### config.mk
export PLATFORM = sky130hd
export DESIGN_NAME = ctb_core
export DESIGN_NICKNAME = d
export VERILOG_FILES = /design/src/ctb_shift.v /design/src/ctb_rmw.v /design/src/ctb_core.v
export VERILOG_INCLUDE_DIRS = /design/src /design/src/include
export SDC_FILE = /design/constraint.sdc
export NUM_CORES = 1
export LEC_CHECK = 0
export ABC_AREA = 1
export BUFFER_PORTS_ARGS = -buffer_cell sky130_fd_sc_hd__buf_4
export CAP_MARGIN = 10
export CELL_PAD_IN_SITES_DETAIL_PLACEMENT = 2
export CELL_PAD_IN_SITES_GLOBAL_PLACEMENT = 2
export CORE_MARGIN = 2
export CORE_UTILIZATION = 33
export DETAILED_ROUTE_END_ITERATION = 8
export PLACE_DENSITY_LB_ADDON = 0.1
export RECOVER_POWER = 100
export SETUP_SLACK_MARGIN = 0.1
export SYNTH_ARGS = -nofsm -noshare
export SYNTH_HDL_FRONTEND = slang
export SYNTH_HIERARCHICAL = 1
export SYNTH_SLANG_ARGS = --single-unit
### constraint.sdc
create_clock -name sys_clk -period 3.05 [get_ports sys_clk]
set_clock_uncertainty 0.15 [all_clocks]
set_input_delay 0.1525 -clock sys_clk [delete_from_list [all_inputs] [get_ports sys_clk]]
set_output_delay 0.1525 -clock sys_clk [all_outputs]
set_load 0.02 [all_outputs]
### src/include/ctb_regs.vh
`ifndef CTB_REGS_VH
`define CTB_REGS_VH

// Register byte offsets on the AXI4-Lite slave
`define CTB_ADDR_CMD        8'h00
`define CTB_ADDR_STAT       8'h04
`define CTB_ADDR_RSEL       8'h08
`define CTB_ADDR_RDATA      8'h0C
`define CTB_ADDR_SP         8'h10
`define CTB_ADDR_FLAGS      8'h14

// Command word fields
`define CTB_CMD_OP          4:0
`define CTB_CMD_RD          12:8
`define CTB_CMD_BIT         18:16
`define CTB_CMD_IO          29:24

// Status word fields
`define CTB_STAT_BUSY       0
`define CTB_STAT_FLAGS      15:8

// Processor flags register bit positions
`define CTB_FLG_C           0
`define CTB_FLG_Z           1
`define CTB_FLG_N           2
`define CTB_FLG_V           3
`define CTB_FLG_S           4
`define CTB_FLG_H           5
`define CTB_FLG_T           6
`define CTB_FLG_I           7

// Operation codes
`define CTB_OP_NOP          5'h00
`define CTB_OP_IN           5'h01
`define CTB_OP_OUT          5'h02
`define CTB_OP_PUSH         5'h03
`define CTB_OP_POP          5'h04
`define CTB_OP_EXCH         5'h05
`define CTB_OP_LSET         5'h06
`define CTB_OP_LCLR         5'h07
`define CTB_OP_LTGL         5'h08
`define CTB_OP_SHL          5'h09
`define CTB_OP_SHR          5'h0A
`define CTB_OP_ROTL         5'h0B
`define CTB_OP_ROTR         5'h0C
`define CTB_OP_SHRA         5'h0D
`define CTB_OP_SWAP         5'h0E
`define CTB_OP_IOSET        5'h0F
`define CTB_OP_IOCLR        5'h10
`define CTB_OP_B2F          5'h11
`define CTB_OP_F2B          5'h12
`define CTB_OP_FSET         5'h13
`define CTB_OP_FCLR         5'h14
`define CTB_OP_BRK          5'h15
`define CTB_OP_SLEEP        5'h16
`define CTB_OP_WDOG         5'h17

// Cycle counts, internal memory
`define CTB_CYC_ONE         2'd1
`define CTB_CYC_POP         2'd2
`define CTB_CYC_RMW         2'd2
`define CTB_CYC_SRAM_EXTRA  2'd1

// Responses and reset values
`define CTB_RESP_OKAY       2'b00
`define CTB_RESP_SLVERR     2'b10
`define CTB_SP_RST          16'h0000
`define CTB_FLAGS_RST       8'h00

`endif

### src/ctb_shift.v
`include "ctb_regs.vh"
`default_nettype none

// Shift and rotate unit with flag results
module ctb_shift (
  // Operation select and operand
  input  wire [4:0] op,
  input  wire [7:0] val,
  input  wire       cin,
  // Result and flags
  output reg  [7:0] res,
  output reg        c_out,
  output wire       z_out,
  output wire       n_out,
  output wire       v_out,
  output wire       s_out,
  output reg        h_out
);

  // Result, carry and half carry per operation
  always @* begin
    res   = val;
    c_out = cin;
    h_out = 1'b0;
    case (op)
      `CTB_OP_SHL: begin
        res   = {val[6:0], 1'b0};
        c_out = val[7];
        h_out = val[3];
      end
      `CTB_OP_SHR: begin
        res   = {1'b0, val[7:1]};
        c_out = val[0];
      end
      `CTB_OP_ROTL: begin
        res   = {val[6:0], cin};
        c_out = val[7];
        h_out = val[3];
      end
      `CTB_OP_ROTR: begin
        res   = {cin, val[7:1]};
        c_out = val[0];
      end
      `CTB_OP_SHRA: begin
        res   = {val[7], val[7:1]};
        c_out = val[0];
      end
      default: begin
        res   = val;
        c_out = cin;
      end
    endcase
  end

  // Common flags; overflow is N xor C after any shift
  assign z_out = (res == 8'h00);
  assign n_out = res[7];
  assign v_out = n_out ^ c_out;
  assign s_out = n_out ^ v_out;

endmodule
`default_nettype wire

### src/ctb_rmw.v
`include "ctb_regs.vh"
`default_nettype none

// Write-back value for the atomic memory operations
module ctb_rmw (
  // Operation and operands
  input  wire [4:0] op,
  input  wire [7:0] reg_val,
  input  wire [7:0] mem_val,
  // Value written back to memory
  output reg  [7:0] wb_val
);

  // Old register value combined with old memory byte
  always @* begin
    case (op)
      `CTB_OP_EXCH: wb_val = reg_val;
      `CTB_OP_LSET: wb_val = reg_val | mem_val;
      `CTB_OP_LCLR: wb_val = ~reg_val & mem_val;
      `CTB_OP_LTGL: wb_val = reg_val ^ mem_val;
      default:      wb_val = mem_val;
    endcase
  end

endmodule
`default_nettype wire

### src/ctb_core.v
// Register access over AXI4-Lite and the register addresses were chosen for this implementation.
`include "ctb_regs.vh"
`default_nettype none

module ctb_core (
  // Clock and reset
  input  wire        sys_clk,
  input  wire        rst,
  // AXI4-Lite write address
  input  wire [7:0]  s_axi_awaddr,
  input  wire [2:0]  s_axi_awprot,
  input  wire        s_axi_awvalid,
  output wire        s_axi_awready,
  // AXI4-Lite write data
  input  wire [31:0] s_axi_wdata,
  input  wire [3:0]  s_axi_wstrb,
  input  wire        s_axi_wvalid,
  output wire        s_axi_wready,
  // AXI4-Lite write response
  output reg  [1:0]  s_axi_bresp,
  output reg         s_axi_bvalid,
  input  wire        s_axi_bready,
  // AXI4-Lite read address
  input  wire [7:0]  s_axi_araddr,
  input  wire [2:0]  s_axi_arprot,
  input  wire        s_axi_arvalid,
  output wire        s_axi_arready,
  // AXI4-Lite read data
  output reg  [31:0] s_axi_rdata,
  output reg  [1:0]  s_axi_rresp,
  output reg         s_axi_rvalid,
  input  wire        s_axi_rready,
  // Data memory
  output reg  [15:0] dm_addr,
  output wire        dm_re,
  output wire        dm_we,
  output reg  [7:0]  dm_wdata,
  input  wire [7:0]  dm_rdata,
  input  wire        dm_ext,
  input  wire        dm_ready,
  // I/O register space
  output wire [5:0]  io_addr,
  output wire        io_re,
  output wire        io_we,
  output reg  [7:0]  io_wdata,
  input  wire [7:0]  io_rdata,
  // Control events and levels
  output wire        brk_pulse,
  output wire        sleep_pulse,
  output wire        wdog_pulse,
  output wire        irq_enable
);

  localparam S_IDLE = 1'b0;
  localparam S_RUN  = 1'b1;

  // Architectural and bus state
  reg        state_ff;
  reg [1:0]  cnt_ff;
  reg [31:0] cmd_ff;
  reg [7:0]  rf_ff [0:31];
  reg [15:0] sp_ff;
  reg [7:0]  flags_ff;
  reg [4:0]  rsel_ff;
  reg        aw_ok_ff;
  reg        w_ok_ff;
  reg [7:0]  awaddr_ff;
  reg [31:0] wdata_ff;
  reg [3:0]  wstrb_ff;
  integer    i;

  // Command decode
  wire [4:0] op      = cmd_ff[`CTB_CMD_OP];
  wire [4:0] rd_idx  = cmd_ff[`CTB_CMD_RD];
  wire [2:0] bit_sel = cmd_ff[`CTB_CMD_BIT];
  wire [7:0] rd_val  = rf_ff[rd_idx];
  wire [7:0] bmask   = 8'h01 << bit_sel;
  wire [15:0] zptr   = {rf_ff[31], rf_ff[30]};
  wire run       = (state_ff == S_RUN);
  wire is_push   = (op == `CTB_OP_PUSH);
  wire is_pop    = (op == `CTB_OP_POP);
  wire is_rmw    = (op == `CTB_OP_EXCH) | (op == `CTB_OP_LSET) |
                   (op == `CTB_OP_LCLR) | (op == `CTB_OP_LTGL);
  wire is_shift  = (op == `CTB_OP_SHL) | (op == `CTB_OP_SHR) |
                   (op == `CTB_OP_ROTL) | (op == `CTB_OP_ROTR) |
                   (op == `CTB_OP_SHRA);
  wire is_ioset  = (op == `CTB_OP_IOSET);
  wire is_ioclr  = (op == `CTB_OP_IOCLR);
  wire mem_rd_op = is_pop | is_rmw;
  wire mem_op    = is_push | mem_rd_op;

  // Cycles needed; reads of internal RAM pay one extra
  reg [1:0] need;
  always @* begin
    need = `CTB_CYC_ONE;
    if (is_push) begin
      need = `CTB_CYC_ONE;
    end else if (is_pop) begin
      need = `CTB_CYC_POP;
    end else if (is_rmw) begin
      need = `CTB_CYC_RMW;
    end
    if (mem_rd_op && !dm_ext) begin
      need = need + `CTB_CYC_SRAM_EXTRA;
    end
  end

  // External accesses hold the last cycle until the memory is ready
  wire last = (cnt_ff == need - `CTB_CYC_ONE);
  wire done = run && last && (!mem_op || !dm_ext || dm_ready);

  // Shift unit and atomic write-back unit
  wire [7:0] sh_res;
  wire       sh_c;
  wire       sh_z;
  wire       sh_n;
  wire       sh_v;
  wire       sh_s;
  wire       sh_h;
  wire [7:0] rmw_wb;

  ctb_shift u_shift (
    .op    (op),
    .val   (rd_val),
    .cin   (flags_ff[`CTB_FLG_C]),
    .res   (sh_res),
    .c_out (sh_c),
    .z_out (sh_z),
    .n_out (sh_n),
    .v_out (sh_v),
    .s_out (sh_s),
    .h_out (sh_h)
  );

  ctb_rmw u_rmw (
    .op      (op),
    .reg_val (rd_val),
    .mem_val (dm_rdata),
    .wb_val  (rmw_wb)
  );

  // Data memory port; read held for the whole op, write in last cycle
  assign dm_re = run && mem_rd_op;
  assign dm_we = done && (is_push || is_rmw);
  always @* begin
    if (is_push) begin
      dm_addr  = sp_ff;
      dm_wdata = rd_val;
    end else if (is_pop) begin
      dm_addr  = sp_ff + 16'h0001;
      dm_wdata = 8'h00;
    end else begin
      dm_addr  = zptr;
      dm_wdata = rmw_wb;
    end
  end

  // I/O port; bit set and clear read and write in the same cycle
  assign io_addr = cmd_ff[`CTB_CMD_IO];
  assign io_re   = run && ((op == `CTB_OP_IN) || is_ioset || is_ioclr);
  assign io_we   = run && ((op == `CTB_OP_OUT) || is_ioset || is_ioclr);
  always @* begin
    if (is_ioset) begin
      io_wdata = io_rdata | bmask;
    end else if (is_ioclr) begin
      io_wdata = io_rdata & ~bmask;
    end else begin
      io_wdata = rd_val;
    end
  end

  // Control events are single-cycle pulses
  assign brk_pulse   = done && (op == `CTB_OP_BRK);
  assign sleep_pulse = done && (op == `CTB_OP_SLEEP);
  assign wdog_pulse  = done && (op == `CTB_OP_WDOG);
  assign irq_enable  = flags_ff[`CTB_FLG_I];

  // AXI write channel acceptance, each side independent
  wire wr_fire = aw_ok_ff && w_ok_ff && !s_axi_bvalid;
  assign s_axi_awready = !aw_ok_ff;
  assign s_axi_wready  = !w_ok_ff;
  assign s_axi_arready = !s_axi_rvalid;

  wire [31:0] wmask = {{8{wstrb_ff[3]}}, {8{wstrb_ff[2]}},
                       {8{wstrb_ff[1]}}, {8{wstrb_ff[0]}}};
  wire [31:0] wval  = wdata_ff & wmask;
  wire wr_map = (awaddr_ff == `CTB_ADDR_CMD)   || (awaddr_ff == `CTB_ADDR_STAT) ||
                (awaddr_ff == `CTB_ADDR_RSEL)  || (awaddr_ff == `CTB_ADDR_RDATA) ||
                (awaddr_ff == `CTB_ADDR_SP)    || (awaddr_ff == `CTB_ADDR_FLAGS);
  // Software changes command, registers, SP and flags only while the core is idle; RSEL writes are taken at any time
  wire sw_ok  = wr_fire && !run;

  // Write address and data capture, response
  always @(posedge sys_clk) begin
    if (rst) begin
      aw_ok_ff     <= 1'b0;
      w_ok_ff      <= 1'b0;
      awaddr_ff    <= 8'h00;
      wdata_ff     <= 32'h0000_0000;
      wstrb_ff     <= 4'h0;
      s_axi_bvalid <= 1'b0;
      s_axi_bresp  <= `CTB_RESP_OKAY;
    end else begin
      if (s_axi_awvalid && !aw_ok_ff) begin
        aw_ok_ff  <= 1'b1;
        awaddr_ff <= {s_axi_awaddr[7:2], 2'b00};
      end
      if (s_axi_wvalid && !w_ok_ff) begin
        w_ok_ff  <= 1'b1;
        wdata_ff <= s_axi_wdata;
        wstrb_ff <= s_axi_wstrb;
      end
      if (wr_fire) begin
        aw_ok_ff     <= 1'b0;
        w_ok_ff      <= 1'b0;
        s_axi_bvalid <= 1'b1;
        s_axi_bresp  <= wr_map ? `CTB_RESP_OKAY : `CTB_RESP_SLVERR;
      end else if (s_axi_bvalid && s_axi_bready) begin
        s_axi_bvalid <= 1'b0;
      end
    end
  end

  // Read data mux
  reg [31:0] rd_mux;
  reg        rd_hit;
  wire [7:0] ar_word = {s_axi_araddr[7:2], 2'b00};
  always @* begin
    rd_mux = 32'h0000_0000;
    rd_hit = 1'b1;
    case (ar_word)
      `CTB_ADDR_CMD: rd_mux = cmd_ff;
      `CTB_ADDR_STAT: begin
        rd_mux[`CTB_STAT_BUSY]  = run;
        rd_mux[`CTB_STAT_FLAGS] = flags_ff;
      end
      `CTB_ADDR_RSEL:  rd_mux[4:0]  = rsel_ff;
      `CTB_ADDR_RDATA: rd_mux[7:0]  = rf_ff[rsel_ff];
      `CTB_ADDR_SP:    rd_mux[15:0] = sp_ff;
      `CTB_ADDR_FLAGS: rd_mux[7:0]  = flags_ff;
      default:         rd_hit = 1'b0;
    endcase
  end

  // Read response one cycle after the address is taken
  always @(posedge sys_clk) begin
    if (rst) begin
      s_axi_rvalid <= 1'b0;
      s_axi_rdata  <= 32'h0000_0000;
      s_axi_rresp  <= `CTB_RESP_OKAY;
    end else if (s_axi_arvalid && !s_axi_rvalid) begin
      s_axi_rvalid <= 1'b1;
      s_axi_rdata  <= rd_mux;
      s_axi_rresp  <= rd_hit ? `CTB_RESP_OKAY : `CTB_RESP_SLVERR;
    end else if (s_axi_rvalid && s_axi_rready) begin
      s_axi_rvalid <= 1'b0;
    end
  end

  // Sequencer: a command write starts an op, done returns to idle
  always @(posedge sys_clk) begin
    if (rst) begin
      state_ff <= S_IDLE;
      cnt_ff   <= 2'd0;
      cmd_ff   <= 32'h0000_0000;
    end else begin
      case (state_ff)
        S_IDLE: begin
          cnt_ff <= 2'd0;
          if (sw_ok && awaddr_ff == `CTB_ADDR_CMD) begin
            cmd_ff   <= wval;
            state_ff <= S_RUN;
          end
        end
        S_RUN: begin
          if (done) begin
            state_ff <= S_IDLE;
            cnt_ff   <= 2'd0;
          end else if (!last) begin
            cnt_ff <= cnt_ff + 2'd1;
          end
        end
        default: state_ff <= S_IDLE;
      endcase
    end
  end

  // Register file, stack pointer and flags update
  always @(posedge sys_clk) begin
    if (rst) begin
      for (i = 0; i < 32; i = i + 1) begin
        rf_ff[i] <= 8'h00;
      end
      sp_ff    <= `CTB_SP_RST;
      flags_ff <= `CTB_FLAGS_RST;
      rsel_ff  <= 5'd0;
    end else begin
      if (wr_fire && awaddr_ff == `CTB_ADDR_RSEL) begin
        rsel_ff <= wval[4:0];
      end
      if (sw_ok && awaddr_ff == `CTB_ADDR_RDATA && wstrb_ff[0]) begin
        rf_ff[rsel_ff] <= wval[7:0];
      end
      if (sw_ok && awaddr_ff == `CTB_ADDR_SP) begin
        sp_ff <= (sp_ff & ~wmask[15:0]) | wval[15:0];
      end
      if (sw_ok && awaddr_ff == `CTB_ADDR_FLAGS && wstrb_ff[0]) begin
        flags_ff <= wval[7:0];
      end
      if (done) begin
        case (op)
          `CTB_OP_IN:   rf_ff[rd_idx] <= io_rdata;
          `CTB_OP_PUSH: sp_ff <= sp_ff - 16'h0001;
          `CTB_OP_POP: begin
            rf_ff[rd_idx] <= dm_rdata;
            sp_ff         <= sp_ff + 16'h0001;
          end
          `CTB_OP_EXCH, `CTB_OP_LSET, `CTB_OP_LCLR, `CTB_OP_LTGL: begin
            rf_ff[rd_idx] <= dm_rdata;
          end
          `CTB_OP_SWAP: rf_ff[rd_idx] <= {rd_val[3:0], rd_val[7:4]};
          `CTB_OP_B2F:  flags_ff[`CTB_FLG_T] <= rd_val[bit_sel];
          `CTB_OP_F2B: begin
            rf_ff[rd_idx] <= (rd_val & ~bmask) |
                             ({8{flags_ff[`CTB_FLG_T]}} & bmask);
          end
          // Selected flag only; bit field picks I, S, V, H and the rest
          `CTB_OP_FSET: flags_ff[bit_sel] <= 1'b1;
          `CTB_OP_FCLR: flags_ff[bit_sel] <= 1'b0;
          default: begin
            if (is_shift) begin
              rf_ff[rd_idx]        <= sh_res;
              flags_ff[`CTB_FLG_C] <= sh_c;
              flags_ff[`CTB_FLG_Z] <= sh_z;
              flags_ff[`CTB_FLG_N] <= sh_n;
              flags_ff[`CTB_FLG_V] <= sh_v;
              flags_ff[`CTB_FLG_S] <= sh_s;
              // Half carry changes only for left shifts and rotates
              if (op == `CTB_OP_SHL || op == `CTB_OP_ROTL) begin
                flags_ff[`CTB_FLG_H] <= sh_h;
              end
            end
          end
        endcase
      end
    end
  end

endmodule
`default_nettype wire

==> results.json <==
{
  "netlist_area_um2": 23970,
  "avgViaCountPerCell": 6.099,
  "internal_power_w": 0.01008,
  "netlist_instances": 3178,
  "rows": 98,
  "wire_per_inst_um": 32.76,
  "regToRegEndpoint": "rf_ff[14][7]$_SDFFCE_PN0P_",
  "startpoint_type": "flip-flop",
  "synth_edf_count": 256,
  "postSynthAreaPerCell_um2": 7.542,
  "drc": 0,
  "maxCapViolCount": 0,
  "cpPeakStageDelay_ns": 0.45,
  "post-route-min-period_ns": 3.845,
  "status": "finished with violations",
  "grt_pass1_vias": 28480,
  "p_leak_nw": 13.40,
  "core_um2": 71730,
  "cts_max_path_buffers": 3,
  "critical_path_required_ns": 2.75,
  "synthDistinctLibCells": 51,
  "synth_ff_type": "edfxtp_1",
  "setup_tns_ns": -144.96,
  "grt_overflow_total": 0,
  "rr_worst_depth": 19,
  "use_met2_pct": 58.67,
  "synthTopCellsByArea": "edfxtp_1 (32%), dfxtp_1 (13%), nand2_1 (10%)",
  "port_buffers": 157,
  "criticalPathCategory": "reg -> out",
  "sequentialPowerShare_pct": 43.4,
  "ys_async_sr_fraction_pct": 0,
  "grt_use_met3_pct": 4.184,
  "dp_hpwl_um": 83880,
  "grt_pass1_wl_um": 187000,
  "met1_usage_pct": 40.69,
  "fmax_mhz": 260.1,
  "die_x_um": 273.5,
  "pwr-share-clk_pct": 40.0,
  "hold_depth": 6,
  "num_vias": 28080,
  "placed_cell_area_um2": 28000,
  "top_usage_layer": "met2",
  "crit_fanout": 42,
  "irDropWorstVdd_mv": 0.4733,
  "nFillCells": 7705,
  "area_growth_pct": 45.46,
  "yosysWarnings": 6,
  "drt-pass1-iter-count": 6,
  "switching_power_w": 0.004342,
  "dpl.cell_count": 4327,
  "slew_headroom_pct": 2.876,
  "grt_use_total_pct": 33.10,
  "antenna_found_initial": 3,
  "ant_nets": 0,
  "slowest_stage": "dfxtp_4",
  "synth_top_area_share_pct": 32.07,
  "die_y_um": 273.5,
  "synth_top_area_cell": "edfxtp_1",
  "root_buffer": "clkbuf_16",
  "p_per_area_nw_per_um2": 413.5,
  "initial_core_util_pct": 33.42,
  "cts-htree-levels": 2,
  "final.period_utilization_pct": 126.1,
  "worstSetupEndpointType": "output port",
  "slew_viol_final": 0,
  "worstPathArrival_ns": 3.54,
  "final_nets": 3716,
  "rsz0062_at_grt": "true",
  "gp_congestion": 0.9001,
  "max_slew.worst_pin.slew_ns": 1.449,
  "multi_input_area_um2": 14200,
  "clock_latency_ns": 0.62,
  "crit_path_frequent_cell": "nand2_1",
  "cts_tree": "done",
  "die_area_um2": 74810,
  "reg2reg_slack_ns": -0.58,
  "seqCellArea_um2": 10810,
  "netlist_top_cells_count": "nand2_1 (636), nor2_1 (555), o21ai_0 (347), nand3_1 (266), edfxtp_1 (256)",
  "crit_chain": "clkinv_8 > buf_16 > nand2_1 > nand3_1 > nand3_2 > nand2_1 > nand2_1 > nand3_4 > nand2_4 > inv_4 > buf_6 > inv_4 > ha_4 > inv_1 > nand4_1 > nand2_1 > nor2_1 > nand2_1 > nand2_1 > o21ai_1 > buf_4",
  "pre_cts_ws_ns": -0.4092,
  "timing.hold.worst.start": "s_axi_araddr[4]",
  "cts-buffers-inserted": 49,
  "worst_slack_ns": -0.7954,
  "cts_sinks": 410,
  "layout-drive-gt1-share_pct": 30.93,
  "dr.first_iter.drc_count": 2617,
  "wl_um": 150800,
  "ios": 170,
  "seq_area_frac_synth_pct": 44.93,
  "switching_share_pct": 30.12,
  "setup_viol": 536,
  "cts.clk_slew.worst_paths_ns": 0.06,
  "min_to": "s_axi_rdata[8]$_SDFFE_PP0P_",
  "comb_power_share_pct": 16.7,
  "ys_seq_elements": 410,
  "finalHoldViolCount": 0,
  "final_area_um2": 34860,
  "hold_class": "in -> reg",
  "violations": "setup timing",
  "grt_max_degree": 91,
  "yosysMostFrequentCell": "nand2_1",
  "fin_cells": 4604
}
==> power groups by stage <==
stage	registers (W)	clock network (W)	logic, W
floorplan	0.00629	0	0.000802
global placement	0.00633	0	0.00160
detailed placement	0.00634	0	0.00166
CTS	0.00623	0.00571	0.00197
global route	0.00626	0.00601	0.00250
finish	0.00625	0.00576	0.00240
==> layer usage <==
layer / routed length [µm] / part of all wire, % / vias to the layer above
li1: - / - / 11710
met1: 55070 / 37 / 14290
met2: 72420 / 48 / 1493
met3: 11050 / 7.3 / 588
met4: 12290 / 8.1 / 4
met5: 23 / 0.015 / -
==> layout by cell type (no fill, tap or decap), drive strengths merged, types with 22 or more instances in the layout <==
cell and n:
nor2 578, dfxtp 154, o221ai 65, clkinv 22, dlygate4sd3 56, nand4 32
clkbuf 143, o22ai 24, buf 465, nor3 26, inv 217, nand2 677
edfxtp 256, a21oi 187, o21ai 353, nand3 278
==> registers in the layout, indices dropped and copies added (netlist names), 2 cells and up, named ones only <==
signal	count
rsel_ff	5
wstrb_ff	4
sp_ff	16
rf_ff	256
cmd_ff	32
s_axi_rdata	32
flags_ff	8
cnt_ff	2
wdata_ff	32
awaddr_ff	6
==> how the worst max path moves through the flow <==
stage,end,slack (ns),cells past startpoint
4_1_cts,dm_wdata[5],-0.58,20
5_1_grt,dm_wdata[2],-0.88,21
3_5_place_dp,rf_ff[20][2]$_SDFFCE_PN0P_,-0.41,22
2_1_floorplan,rf_ff[1][0]$_SDFFCE_PN0P_,0.11,16
6_report,dm_wdata[2],-0.80,21
3_3_place_gp,rf_ff[5][2]$_SDFFCE_PN0P_,-0.30,21
==> repair_timing <==
item,in CTS,in global routing
gates resized for setup,266,544
hold buffers,56,0
setup buffers,52,49
gates cloned,15,27
endpoints found under the hold margin,72,0
endpoints found under the setup margin,545,561
pin swaps,92,175
==> per-stage QoR <==
step | utilization [%] | hold slack (ns) | power, W
after floorplan | - | 0.1374 | 0.007095
after global placement | 39.03 | 0.2237 | 0.007927
after detailed placement | 39.03 | 0.2369 | 0.008000
after CTS | 44.38 | 0.03317 | 0.01391
after global routing | 48.60 | 0.1322 | 0.01477
final | 48.60 | 0.05170 | 0.01442
==> layout make-up <==
class | instances | share of cell area, %
Inverter | 224 | 2.609
Tap cell | 950 | 3.409
Clock buffer | 68 | 3.779
Multi-Input combinational cell | 2333 | 40.73
Antenna cell | 1 | 0.007177
Timing Repair Buffer | 597 | 18.01
Clock inverter | 21 | 0.4450
Sequential cell | 410 | 31.01
==> cells by family (layout without fill, tap and decap cells) <==
family	after synthesis	after routing	share of synthesized area (%)
buf+inv	436	910	7.235
other cells	1	3	0.01565
compound gates	706	706	17.05
mux	3	3	0.1253
fa+ha+maj	18	18	0.9396
xor+xnor	5	5	0.1827
simple gates	1599	1599	29.51
flops	410	410	44.93
==> worst max-delay path, delay by kind of cell (launching register included) <==
kind	cells	cell delay [ns]
compound gates	1	0.09
simple gates	12	1.44
flops	1	0.45
fa+ha+maj	1	0.13
buf+inv	7	0.80
(Power assumes the default switching activity.)
